--- config.mk ---
export PLATFORM = sky130hd
export DESIGN_NAME = ecg_egress_cell_grant_tracker
export DESIGN_NICKNAME = d
export VERILOG_FILES = /design/src/design/ecg_pkg.sv /design/src/design/ecg_egress_cell_grant_tracker.sv
export SDC_FILE = /design/constraint.sdc
export NUM_CORES = 1
export LEC_CHECK = 0
export BUFFER_PORTS_ARGS = -buffer_cell sky130_fd_sc_hd__buf_4
export CAP_MARGIN = 30
export CORE_UTILIZATION = 44
export DETAILED_ROUTE_END_ITERATION = 10
export SLEW_MARGIN = 10
export SYNTH_ARGS = -nofsm -noshare
export SYNTH_HDL_FRONTEND = slang
export SYNTH_SLANG_ARGS = --single-unit
--- constraint.sdc ---
create_clock -name clk -period 8.7 [get_ports clk]
set_clock_uncertainty 0.05 [all_clocks]
set_input_delay 0.435 -clock clk [delete_from_list [all_inputs] [get_ports clk]]
set_output_delay 0.435 -clock clk [all_outputs]
set_load 0.01 [all_outputs]
--- src/design/ecg_pkg.sv ---
// constants and types for the egress cell and permit tracker
package ecg_pkg;
    // link and cell shape
    localparam int LINK_PINS       = 8;
    localparam int LINK_SER_FACTOR = 4;
    localparam int WORD_W          = LINK_PINS * LINK_SER_FACTOR;
    localparam int CELL_WORDS      = 16;
    localparam int NUM_PRIO        = 3;
    localparam int MAX_BLADES      = 64;
    localparam int GROUP_BLADES    = 16;
    // master byte lane of a link word
    localparam int MASTER_LSB      = 16;
    // qualifier header byte fields
    localparam int HDR_PARITY_BIT  = 6;
    localparam int HDR_TYPE_LSB    = 4;
    localparam int HDR_PRIO_LSB    = 0;
    localparam logic [1:0] CELL_IDLE = 2'h0;
    localparam logic [1:0] CELL_DATA = 2'h3;
    localparam logic [7:0] SYNC_BYTE = 8'hCC;
    // word index of the last header byte
    localparam logic [3:0] HDR_LAST_IDX = 4'h2;
    // blade modes
    typedef enum logic [1:0] {
        ECG_MODE_16 = 2'h0,
        ECG_MODE_32 = 2'h1,
        ECG_MODE_64 = 2'h2
    } ecg_mode_t;
    // register offsets (byte addresses)
    localparam logic [3:0] REG_CONFIG = 4'h0;
    localparam logic [3:0] REG_STATUS = 4'h4;
    localparam logic [3:0] REG_BADPAR = 4'h8;
    localparam logic [3:0] REG_DROPS  = 4'hC;
    // config fields
    localparam int CFG_MODE_LSB  = 0;
    localparam int CFG_OWN_BLADE = 4;
    localparam int CFG_SINGLE    = 5;
    localparam int CFG_EXT_WRAP  = 31;
    localparam logic [31:0] CFG_RESET = 32'h0000_0000;
    // status fields
    localparam int STS_STEP_LSB   = 0;
    localparam int STS_MASTER_LSB = 8;
    localparam int STS_MC_BIT     = 11;
    localparam int STS_HOLD_BIT   = 12;
endpackage

--- src/design/ecg_egress_cell_grant_tracker.sv ---
// egress cell receiver with output-queue permit tracking
`timescale 1ns/1ps
`default_nettype none

// How it works
// - drop idle cells, forward data cells only
// - discard cells failing header parity
// - extract blade permits, present to ingress
// - hold fabric while data mover stalls
// - master congestion blocks all ingress traffic of its priority
// - multicast congestion blocks multicast only
// - never select port with zero permit
// - 16-blade: one priority per cell, 16 blades
// - idle cell priority realigns the tracker
// - 32-blade: six steps, two groups each
// - 32-blade idle restarts at step one
// - 64-blade: twelve steps, four groups each
// - 64-blade idle restarts at step one
// - external wrap takes permits from pins
// - wrap mode: only blades 0,1 permitted
// - wrap master grant is A AND B
// - single device uses grant A only
// - 32-bit word is 8 pins times 4
// - header type 00 idle, 11 data
// - even parity over three header bytes
// - 16-blade idle carries permit priority
// - sync cells dropped without permit update
module ecg_egress_cell_grant_tracker
    import ecg_pkg::*;
(
    input  wire logic                  clk,
    input  wire logic                  rst_b,
    // classic wishbone slave
    input  wire logic                  wb_cyc_i,
    input  wire logic                  wb_stb_i,
    input  wire logic                  wb_we_i,
    input  wire logic [3:0]            wb_adr_i,
    input  wire logic [3:0]            wb_sel_i,
    input  wire logic [31:0]           wb_dat_i,
    output logic      [31:0]           wb_dat_o,
    output logic                       wb_ack_o,
    // deserialised link words
    input  wire logic [WORD_W-1:0]     cell_word,
    input  wire logic                  cell_valid,
    input  wire logic                  cell_sop,
    output logic                       fabric_hold,
    // egress data mover
    output logic      [WORD_W-1:0]     dm_word,
    output logic                       dm_valid,
    input  wire logic                  dm_ready,
    // grant pins, one bit per priority; multicast permit is a single pin
    input  wire logic [NUM_PRIO-1:0]   master_grant_a,
    input  wire logic [NUM_PRIO-1:0]   master_grant_b,
    input  wire logic                  multicast_congestion_permit,
    // ingress scheduler side
    output logic [NUM_PRIO*MAX_BLADES-1:0] port_queue_permit,
    output logic      [NUM_PRIO-1:0]   master_ok,
    output logic                       mc_ok,
    input  wire logic [5:0]            sel_blade,
    input  wire logic [1:0]            sel_prio,
    input  wire logic                  sel_mc,
    output logic                       sel_allowed
);
    localparam int SYN_W = 2 * NUM_PRIO + 1;

    // pin synchronisers: a change counts once stages two and three agree
    logic [SYN_W-1:0] syn1_q, syn2_q, syn3_q, pins_q, pins_d;
    always_comb begin
        pins_d = pins_q;
        for (int i = 0; i < SYN_W; i++) begin
            if (syn2_q[i] == syn3_q[i]) begin
                pins_d[i] = syn3_q[i];
            end
        end
    end
    always_ff @(posedge clk) begin
        if (!rst_b) begin
            syn1_q <= '0;
            syn2_q <= '0;
            syn3_q <= '0;
            pins_q <= '0;
        end else begin
            syn1_q <= {multicast_congestion_permit, master_grant_b,
                       master_grant_a};
            syn2_q <= syn1_q;
            syn3_q <= syn2_q;
            pins_q <= pins_d;
        end
    end
    logic [NUM_PRIO-1:0] ga, gb;
    assign ga = pins_q[NUM_PRIO-1:0];
    assign gb = pins_q[2*NUM_PRIO-1:NUM_PRIO];

    // configuration
    logic [31:0] cfg_q, cfg_d;
    logic        ext_wrap, own_blade, single_dev;
    ecg_mode_t   mode;
    assign ext_wrap   = cfg_q[CFG_EXT_WRAP];
    assign own_blade  = cfg_q[CFG_OWN_BLADE];
    assign single_dev = cfg_q[CFG_SINGLE];
    assign mode       = ecg_mode_t'(cfg_q[CFG_MODE_LSB +: 2]);

    // cell pipeline: three-word delay so header is judged before output
    logic [WORD_W-1:0] s0_q, s1_q, s2_q, s0_d, s1_d, s2_d;
    logic [3:0]        idx_q, idx_d, cur_idx;
    logic              keep_q, keep_d;
    logic [7:0]        h0, h1, h2;
    logic              hdr_now, par_ok, is_idle, is_data, is_sync;
    logic [1:0]        ctype;

    assign cur_idx = cell_sop ? 4'h0 : idx_q;
    assign hdr_now = cell_valid && (cur_idx == HDR_LAST_IDX);
    assign h0      = s1_q[MASTER_LSB +: 8];
    assign h1      = s0_q[MASTER_LSB +: 8];
    assign h2      = cell_word[MASTER_LSB +: 8];
    assign ctype   = h0[HDR_TYPE_LSB +: 2];
    assign par_ok  = ~^{h0, h1, h2};
    assign is_idle = (ctype == CELL_IDLE);
    assign is_data = (ctype == CELL_DATA);
    assign is_sync = is_idle && h0 == SYNC_BYTE && h1 == SYNC_BYTE
                     && h2 == SYNC_BYTE;

    always_comb begin
        s0_d   = s0_q;
        s1_d   = s1_q;
        s2_d   = s2_q;
        idx_d  = idx_q;
        keep_d = keep_q;
        if (cell_valid) begin
            s0_d  = cell_word;
            s1_d  = s0_q;
            s2_d  = s1_q;
            idx_d = cur_idx + 4'h1;
            if (hdr_now) begin
                keep_d = par_ok && is_data;
            end
        end
    end

    // permit tracking from cell headers
    logic [NUM_PRIO-1:0][MAX_BLADES-1:0] permit_q, permit_d;
    logic [3:0] step_q, step_d, step_last;
    logic [1:0] gshift, seq_prio, idle_prio;
    logic [1:0] seq_grp;
    logic       hdr_good;

    always_comb begin
        case (mode)
            ECG_MODE_32: gshift = 2'h1;
            ECG_MODE_64: gshift = 2'h2;
            default:     gshift = 2'h0;
        endcase
    end
    assign step_last = 4'((NUM_PRIO << gshift) - 1);
    assign seq_prio  = 2'(step_q >> gshift);
    assign seq_grp   = 2'(step_q & 4'((1 << gshift) - 1));
    assign idle_prio = h0[HDR_PRIO_LSB +: 2];
    assign hdr_good  = hdr_now && par_ok && !ext_wrap;

    always_comb begin
        permit_d = permit_q;
        step_d   = step_q;
        if (hdr_good && is_data) begin
            permit_d[seq_prio][seq_grp*GROUP_BLADES +: GROUP_BLADES] =
                {h2, h1};
            step_d = (step_q >= step_last) ? 4'h0 : step_q + 4'h1;
        end else if (hdr_good && is_idle && !is_sync) begin
            if (mode == ECG_MODE_32 || mode == ECG_MODE_64) begin
                step_d = 4'h0;
            end else if (idle_prio < 2'(NUM_PRIO)) begin
                permit_d[idle_prio][GROUP_BLADES-1:0] = {h2, h1};
                step_d = (idle_prio == 2'(NUM_PRIO - 1)) ? 4'h0
                       : {2'h0, idle_prio} + 4'h1;
            end
        end
    end

    // external wrap: permits for blade 0, and blade 1 unless single device, straight from grant pins
    logic [NUM_PRIO*MAX_BLADES-1:0] permit_vec_d;
    logic [NUM_PRIO-1:0]            master_d;
    always_comb begin
        permit_vec_d = permit_q;
        master_d     = ga;
        if (ext_wrap) begin
            permit_vec_d = '0;
            for (int p = 0; p < NUM_PRIO; p++) begin
                if (single_dev) begin
                    permit_vec_d[p*MAX_BLADES] = ga[p];
                end else begin
                    permit_vec_d[p*MAX_BLADES]     = own_blade ? gb[p]
                                                               : ga[p];
                    permit_vec_d[p*MAX_BLADES + 1] = own_blade ? ga[p]
                                                               : gb[p];
                end
            end
            master_d = single_dev ? ga : (ga & gb);
        end
    end

    // wishbone slave, answers every access one cycle after the strobe
    logic        ack_q, ack_d;
    logic [31:0] rdat_q, rdat_d;
    logic [15:0] badpar_q, badpar_d, drops_q, drops_d;
    logic        wb_go;
    assign wb_go = wb_cyc_i && wb_stb_i && !ack_q;

    always_comb begin
        cfg_d    = cfg_q;
        ack_d    = wb_go;
        rdat_d   = 32'h0000_0000;
        badpar_d = badpar_q;
        drops_d  = drops_q;
        if (wb_go) begin
            if (wb_adr_i == REG_CONFIG) begin
                rdat_d = cfg_q;
                if (wb_we_i) begin
                    for (int b = 0; b < 4; b++) begin
                        if (wb_sel_i[b]) begin
                            cfg_d[b*8 +: 8] = wb_dat_i[b*8 +: 8];
                        end
                    end
                end
            end else if (wb_adr_i == REG_STATUS) begin
                rdat_d[STS_STEP_LSB +: 4]          = step_q;
                rdat_d[STS_MASTER_LSB +: NUM_PRIO] = master_ok;
                rdat_d[STS_MC_BIT]                 = mc_ok;
                rdat_d[STS_HOLD_BIT]               = fabric_hold;
            end else if (wb_adr_i == REG_BADPAR) begin
                rdat_d[15:0] = badpar_q;
                if (wb_we_i) begin
                    badpar_d = 16'h0;
                end
            end else if (wb_adr_i == REG_DROPS) begin
                rdat_d[15:0] = drops_q;
                if (wb_we_i) begin
                    drops_d = 16'h0;
                end
            end
        end
        // counters saturate; an event in the clearing cycle still counts
        if (hdr_now && !par_ok && badpar_d != 16'hFFFF) begin
            badpar_d = badpar_d + 16'h1;
        end
        if (hdr_now && par_ok && !is_data && drops_d != 16'hFFFF) begin
            drops_d = drops_d + 16'h1;
        end
    end

    always_ff @(posedge clk) begin
        if (!rst_b) begin
            s0_q              <= '0;
            s1_q              <= '0;
            s2_q              <= '0;
            idx_q             <= 4'h0;
            keep_q            <= 1'b0;
            permit_q          <= '0;
            step_q            <= 4'h0;
            port_queue_permit <= '0;
            master_ok         <= '0;
            mc_ok             <= 1'b0;
            dm_word           <= '0;
            dm_valid          <= 1'b0;
            fabric_hold       <= 1'b0;
            cfg_q             <= CFG_RESET;
            ack_q             <= 1'b0;
            rdat_q            <= 32'h0000_0000;
            badpar_q          <= 16'h0;
            drops_q           <= 16'h0;
        end else begin
            s0_q              <= s0_d;
            s1_q              <= s1_d;
            s2_q              <= s2_d;
            idx_q             <= idx_d;
            keep_q            <= keep_d;
            permit_q          <= permit_d;
            step_q            <= step_d;
            port_queue_permit <= permit_vec_d;
            master_ok         <= master_d;
            mc_ok             <= pins_q[SYN_W-1];
            dm_word           <= s2_q;
            dm_valid          <= cell_valid && keep_q;
            fabric_hold       <= !dm_ready;
            cfg_q             <= cfg_d;
            ack_q             <= ack_d;
            rdat_q            <= rdat_d;
            badpar_q          <= badpar_d;
            drops_q           <= drops_d;
        end
    end
    assign wb_ack_o = ack_q;
    assign wb_dat_o = rdat_q;

    // admission check offered to the ingress selector
    always_comb begin
        sel_allowed = 1'b0;
        if (sel_prio < 2'(NUM_PRIO)) begin
            sel_allowed = port_queue_permit[sel_prio*MAX_BLADES + sel_blade]
                          && master_ok[sel_prio]
                          && (!sel_mc || mc_ok);
        end
    end

    property p_idle_drop;
        @(posedge clk) disable iff (!rst_b)
        hdr_now && !is_data |=> !keep_q;
    endproperty
    a_idle_drop: assert property (p_idle_drop)
        else $error("non-data cell kept");

    property p_bad_parity;
        @(posedge clk) disable iff (!rst_b)
        hdr_now && !par_ok && badpar_q != 16'hFFFF && !wb_go
        |=> !keep_q && badpar_q == $past(badpar_q) + 16'h1;
    endproperty
    a_bad_parity: assert property (p_bad_parity)
        else $error("bad parity cell not discarded");

    property p_data_permit;
        @(posedge clk) disable iff (!rst_b)
        hdr_good && is_data && mode == ECG_MODE_16
        |=> permit_q[$past(seq_prio)][15:0] == {$past(h2), $past(h1)};
    endproperty
    a_data_permit: assert property (p_data_permit)
        else $error("16-blade permits not recorded");

    property p_hold;
        @(posedge clk) disable iff (!rst_b)
        !dm_ready |=> fabric_hold;
    endproperty
    a_hold: assert property (p_hold)
        else $error("fabric not held on stall");

    property p_master_block;
        @(posedge clk) disable iff (!rst_b)
        sel_prio < 2'(NUM_PRIO) && !master_ok[sel_prio] |-> !sel_allowed;
    endproperty
    a_master_block: assert property (p_master_block)
        else $error("selection allowed under master congestion");

    property p_mc_block;
        @(posedge clk) disable iff (!rst_b)
        sel_mc && !mc_ok |-> !sel_allowed;
    endproperty
    a_mc_block: assert property (p_mc_block)
        else $error("multicast allowed under congestion");

    property p_permit_zero;
        @(posedge clk) disable iff (!rst_b)
        sel_prio < 2'(NUM_PRIO)
        && !port_queue_permit[sel_prio*MAX_BLADES + sel_blade]
        |-> !sel_allowed;
    endproperty
    a_permit_zero: assert property (p_permit_zero)
        else $error("port without permit selected");

    property p_realign;
        @(posedge clk) disable iff (!rst_b)
        hdr_good && is_idle && !is_sync && mode == ECG_MODE_16
        && idle_prio == 2'h1 |=> step_q == 4'h2;
    endproperty
    a_realign: assert property (p_realign)
        else $error("idle priority did not realign");

    property p_idle_restart;
        @(posedge clk) disable iff (!rst_b)
        hdr_good && is_idle && !is_sync && mode != ECG_MODE_16
        && mode == ECG_MODE_32 |=> step_q == 4'h0;
    endproperty
    a_idle_restart: assert property (p_idle_restart)
        else $error("idle did not restart sequence");

    property p_wrap_zero;
        @(posedge clk) disable iff (!rst_b)
        ext_wrap ##1 ext_wrap |-> port_queue_permit[MAX_BLADES-1:2] == '0
        && port_queue_permit[2*MAX_BLADES-1:MAX_BLADES+2] == '0
        && port_queue_permit[3*MAX_BLADES-1:2*MAX_BLADES+2] == '0;
    endproperty
    a_wrap_zero: assert property (p_wrap_zero)
        else $error("wrap mode reports permit above blade 1");

    property p_sync_hold;
        @(posedge clk) disable iff (!rst_b)
        hdr_now && is_sync |=> permit_q == $past(permit_q);
    endproperty
    a_sync_hold: assert property (p_sync_hold)
        else $error("sync cell changed permits");

    property p_reset_state;
        @(posedge clk) $rose(rst_b) |-> step_q == 4'h0 && permit_q == '0;
    endproperty
    a_reset_state: assert property (p_reset_state)
        else $error("tracker not cleared by reset");
endmodule // ecg_egress_cell_grant_tracker

`default_nettype wire

==> key figures <==
Status
  • Status: finished, final reports clean

Layout
  • Fin area: 30040 sq um
  • Non-filler instance count after layout: 3435
  • Final-stage net count: 2822
  • Post-Route Utilization: 0.5538
  • Layout cells sized above 1: 0.2023
  • Number of diodes: 0
  • Area grow syn2layout: 23.40%

Synth
  • Number of synthesized flops with an enable pin: 0
  • Multiplexer share of the synthesized area: 0.1518
  • Post-Syn Instances: 2381
  • Commonest cells in the netlist: 652 x dfxtp_1, 327 x nand2_1, 286 x mux2i_1
  • Mapped Nets: 2510
  • Cell with the most instances after synthesis: dfxtp_1
  • Post-synthesis simple-gate area fraction: 0.1905
  • Dominant synthesized flop cell: dfxtp_1
  • Number of synthesized register bits: 652
  • Yosys top cell area share: 0.5362
  • Ys Warns: 0
  • Post-Syn Area: 24340 sq um
  • Synth Area in Adders: 0.01696
  • Syn Area/Cell: 10.22 sq um
  • Top cells by area, synth: dfxtp_1 54%, mux2i_1 12%, and2_1 6.7%
  • Largest family of logic cells by synthesized area: simple AND/OR/NAND/NOR gates
  • Yosys top cell by area: dfxtp_1
  • Compound-Gate Fraction of Synth Area: 0.06270
  • Yosys cell types: 71
  • Register area share after synthesis: 0.5362
  • XOR/XNOR Fraction of Synth Area: 0.01269
  • Async SR Flop Fraction: 0

Clocking
  • CTS Sinks: 652
  • Clock buffer depth: 3
  • Clk_lat worst skew: 0.59 ns
  • Num CTS Buffers: 69
  • # Post-CTS Setup Buffers: 0
  • Root buffer cell: clkbuf_16
  • CTS clk-pin slew, worst paths: 0.06 ns
  • H-tree depth: 3
  • CTS tree: yes

Timing
  • Setup_tns: 0 ns
  • Max Fclk: 247.0 MHz
  • Finish-stage setup viols: 0
  • Pins Over Slew Limit: 0
  • Fin. Hold Viols: 0
  • Final hold slack: 0.03130 ns
  • Worst Slack Setup Final: 4.651 ns
  • Crit path time final: 4.049 ns
  • Final period utilization: 0.4654
  • RSZ-0062 raised after global routing: no
  • Worst-Margin Slew: 0.9590 ns
  • Slew HR: 0.3583

Global routing
  • Total global-route track usage: 0.2524
  • Vias in the first global route: 17580
  • GR Layer Usage met1: 0.3532
  • Largest net degree at the start of global routing: 99
  • Met3 Use GR: 0.05087
  • Gr busiest metal: met2
  • GRT overflow: 0
  • First-pass GRT wire length: 108.5 mm
  • Initial antenna violation count: 0
  • Met2 usage: 0.3907

Setup path
  • Crit-path max FO: 47
  • Kind of critical path: primary input to output pin
  • Critical Path AT: 3.56 ns
  • Startpoint types: primary input
  • Worst endpoint required time: 8.22 ns
  • CP Capture Type: output pin

Placement
  • Detail Placement HPWL: 50.70 mm
  • Pre-CTS setup slack: 4.656 ns
  • RD Place Congestion: 0.8717
  • DP Area: 27580 sq um
  • Placed Instances: 3305
  • Port-buffer cells: 359

Power and ir drop
  • PwrDens: 212.1 nW/um^2
  • Leakage: 13.34 nW
  • Overall power: 6.372 mW
  • VDD IR max: 0.1497 mV

Routing
  • DRT Wirelength: 71.97 mm
  • Drt pass-1 iters: 6
  • Vias per cell: 5.305
  • DRT iter0 DRCs: 1226
  • Avg WL per Cell: 20.95 microns
  • Post-route DRC violation count: 0
  • Routed vias: 18220
  • Antenna viol nets, final: 0

Flow run
  • Max-capacitance violation count: 0

Floorplanning
  • # IOs: 360
  • Die area: 56270 sq um
  • Die Ht: 237.2 microns
  • Rows: 85
  • Initial Util: 0.4488
  • Die X: 237.2 microns
  • Core Area: 54240 sq um

Worst hold path
  • Hold crit path type: primary input to flip-flop
==> flip-flops by register name (all words and copies together), names as in the netlist, 4 cells and up <==
register           count
s0_q                  32
syn2_q                 7
wb_dat_o              32
badpar_q              16
permit_q             192
pins_q                 7
s1_q                  32
cfg_q                 32
syn1_q                 7
idx_q                  4
port_queue_permit    192
dm_word               32
step_q                 4
s2_q                  32
syn3_q                 7
drops_q               16
==> path summary, 6_finish.rpt <==
path / start / end / slack [ns] / depth (start not counted)
hold / removal: cell_word[15] / s0_q[15] / 0.03 / 3
setup / recovery: sel_blade[1] / sel_allowed / 4.65 / 9
hold reg to reg: syn1_q[3] / syn2_q[3] / 0.38 / 1
setup reg to reg: s0_q[20] / permit_q[14] / 4.87 / 8
==> routing by layer <==
metal / wire length [microns] / share of wire / vias up
li1: - / - / 8749
met1: 33370 / 0.46 / 8801
met2: 32290 / 0.45 / 555
met3: 4406 / 0.061 / 116
met4: 1893 / 0.026 / 0
met5: 0 / 0 / -
==> what timing repair did <==
item                                   in CTS  in global routing
endpoints found under the hold margin       9                  0
hold buffers                                9                  0
gates resized for setup                     0                  0
==> cells in the final DEF, fill, tap and decap left out, types with 6 or more instances in the layout <==
master,count
nand3_1,85
a22o_1,16
a32oi_1,8
xnor2_1,27
o221ai_1,8
nand2b_1,9
mux2_2,8
or3_1,9
clkbuf_8,16
buf_4,369
nand2_1,327
nor2_1,151
clkbuf_1,10
o41ai_1,7
mux2i_1,286
clkbuf_16,71
a22oi_1,6
a211oi_1,24
dfxtp_1,652
and2_1,261
inv_1,30
bufinv_16,6
nand2_2,6
mux4_2,33
ha_1,33
clkinv_2,12
o21ai_0,25
dlygate4sd3_1,9
nor4_1,7
nor2b_1,14
nand4_1,14
a21oi_1,60
o22ai_1,12
nor3_1,17
and3_1,9
==> cell type report <==
| cell class | instances | area (sq um) |
|---|---|---|
| Sequential cell | 652 | 13050 |
| Inverter | 32 | 125.1 |
| Multi-Input combinational cell | 1548 | 10620 |
| Clock buffer | 97 | 2034 |
| Tap cell | 696 | 870.8 |
| Timing Repair Buffer | 390 | 3080 |
| Clock inverter | 20 | 256.5 |
| Fill cell | 4779 | 24200 |
==> cells by family (layout without fill, tap and decap cells) <==
logic type	Yosys count	after routing
AOI/OAI and AO/OA	216	216
xor gates and xnor gates	32	32
adders and majority gates	33	33
buffers and inverters	181	539
DFF	652	652
muxes	327	327
and+or+nand+nor	940	940
==> where the power goes <==
part	total, mW	internal (mW)	switching (mW)	leakage (nW)
Sequential	3.04	3.01	0.0260	5.26
Clock	2.97	1.80	1.17	1.14
Combinational	0.364	0.128	0.236	6.94
Total	6.37	4.94	1.43	13.3
==> worst max-delay path, cell delays in order <==
cell and delay (ns):
buf_4 0.29, buf_4 0.66, mux4_2 0.59, and2_1 0.18
a2111oi_0 0.38, a311oi_1 0.09, a32oi_1 0.18, or4b_1 0.53
buf_4 0.18
Power figures use the tool's default switching activity.
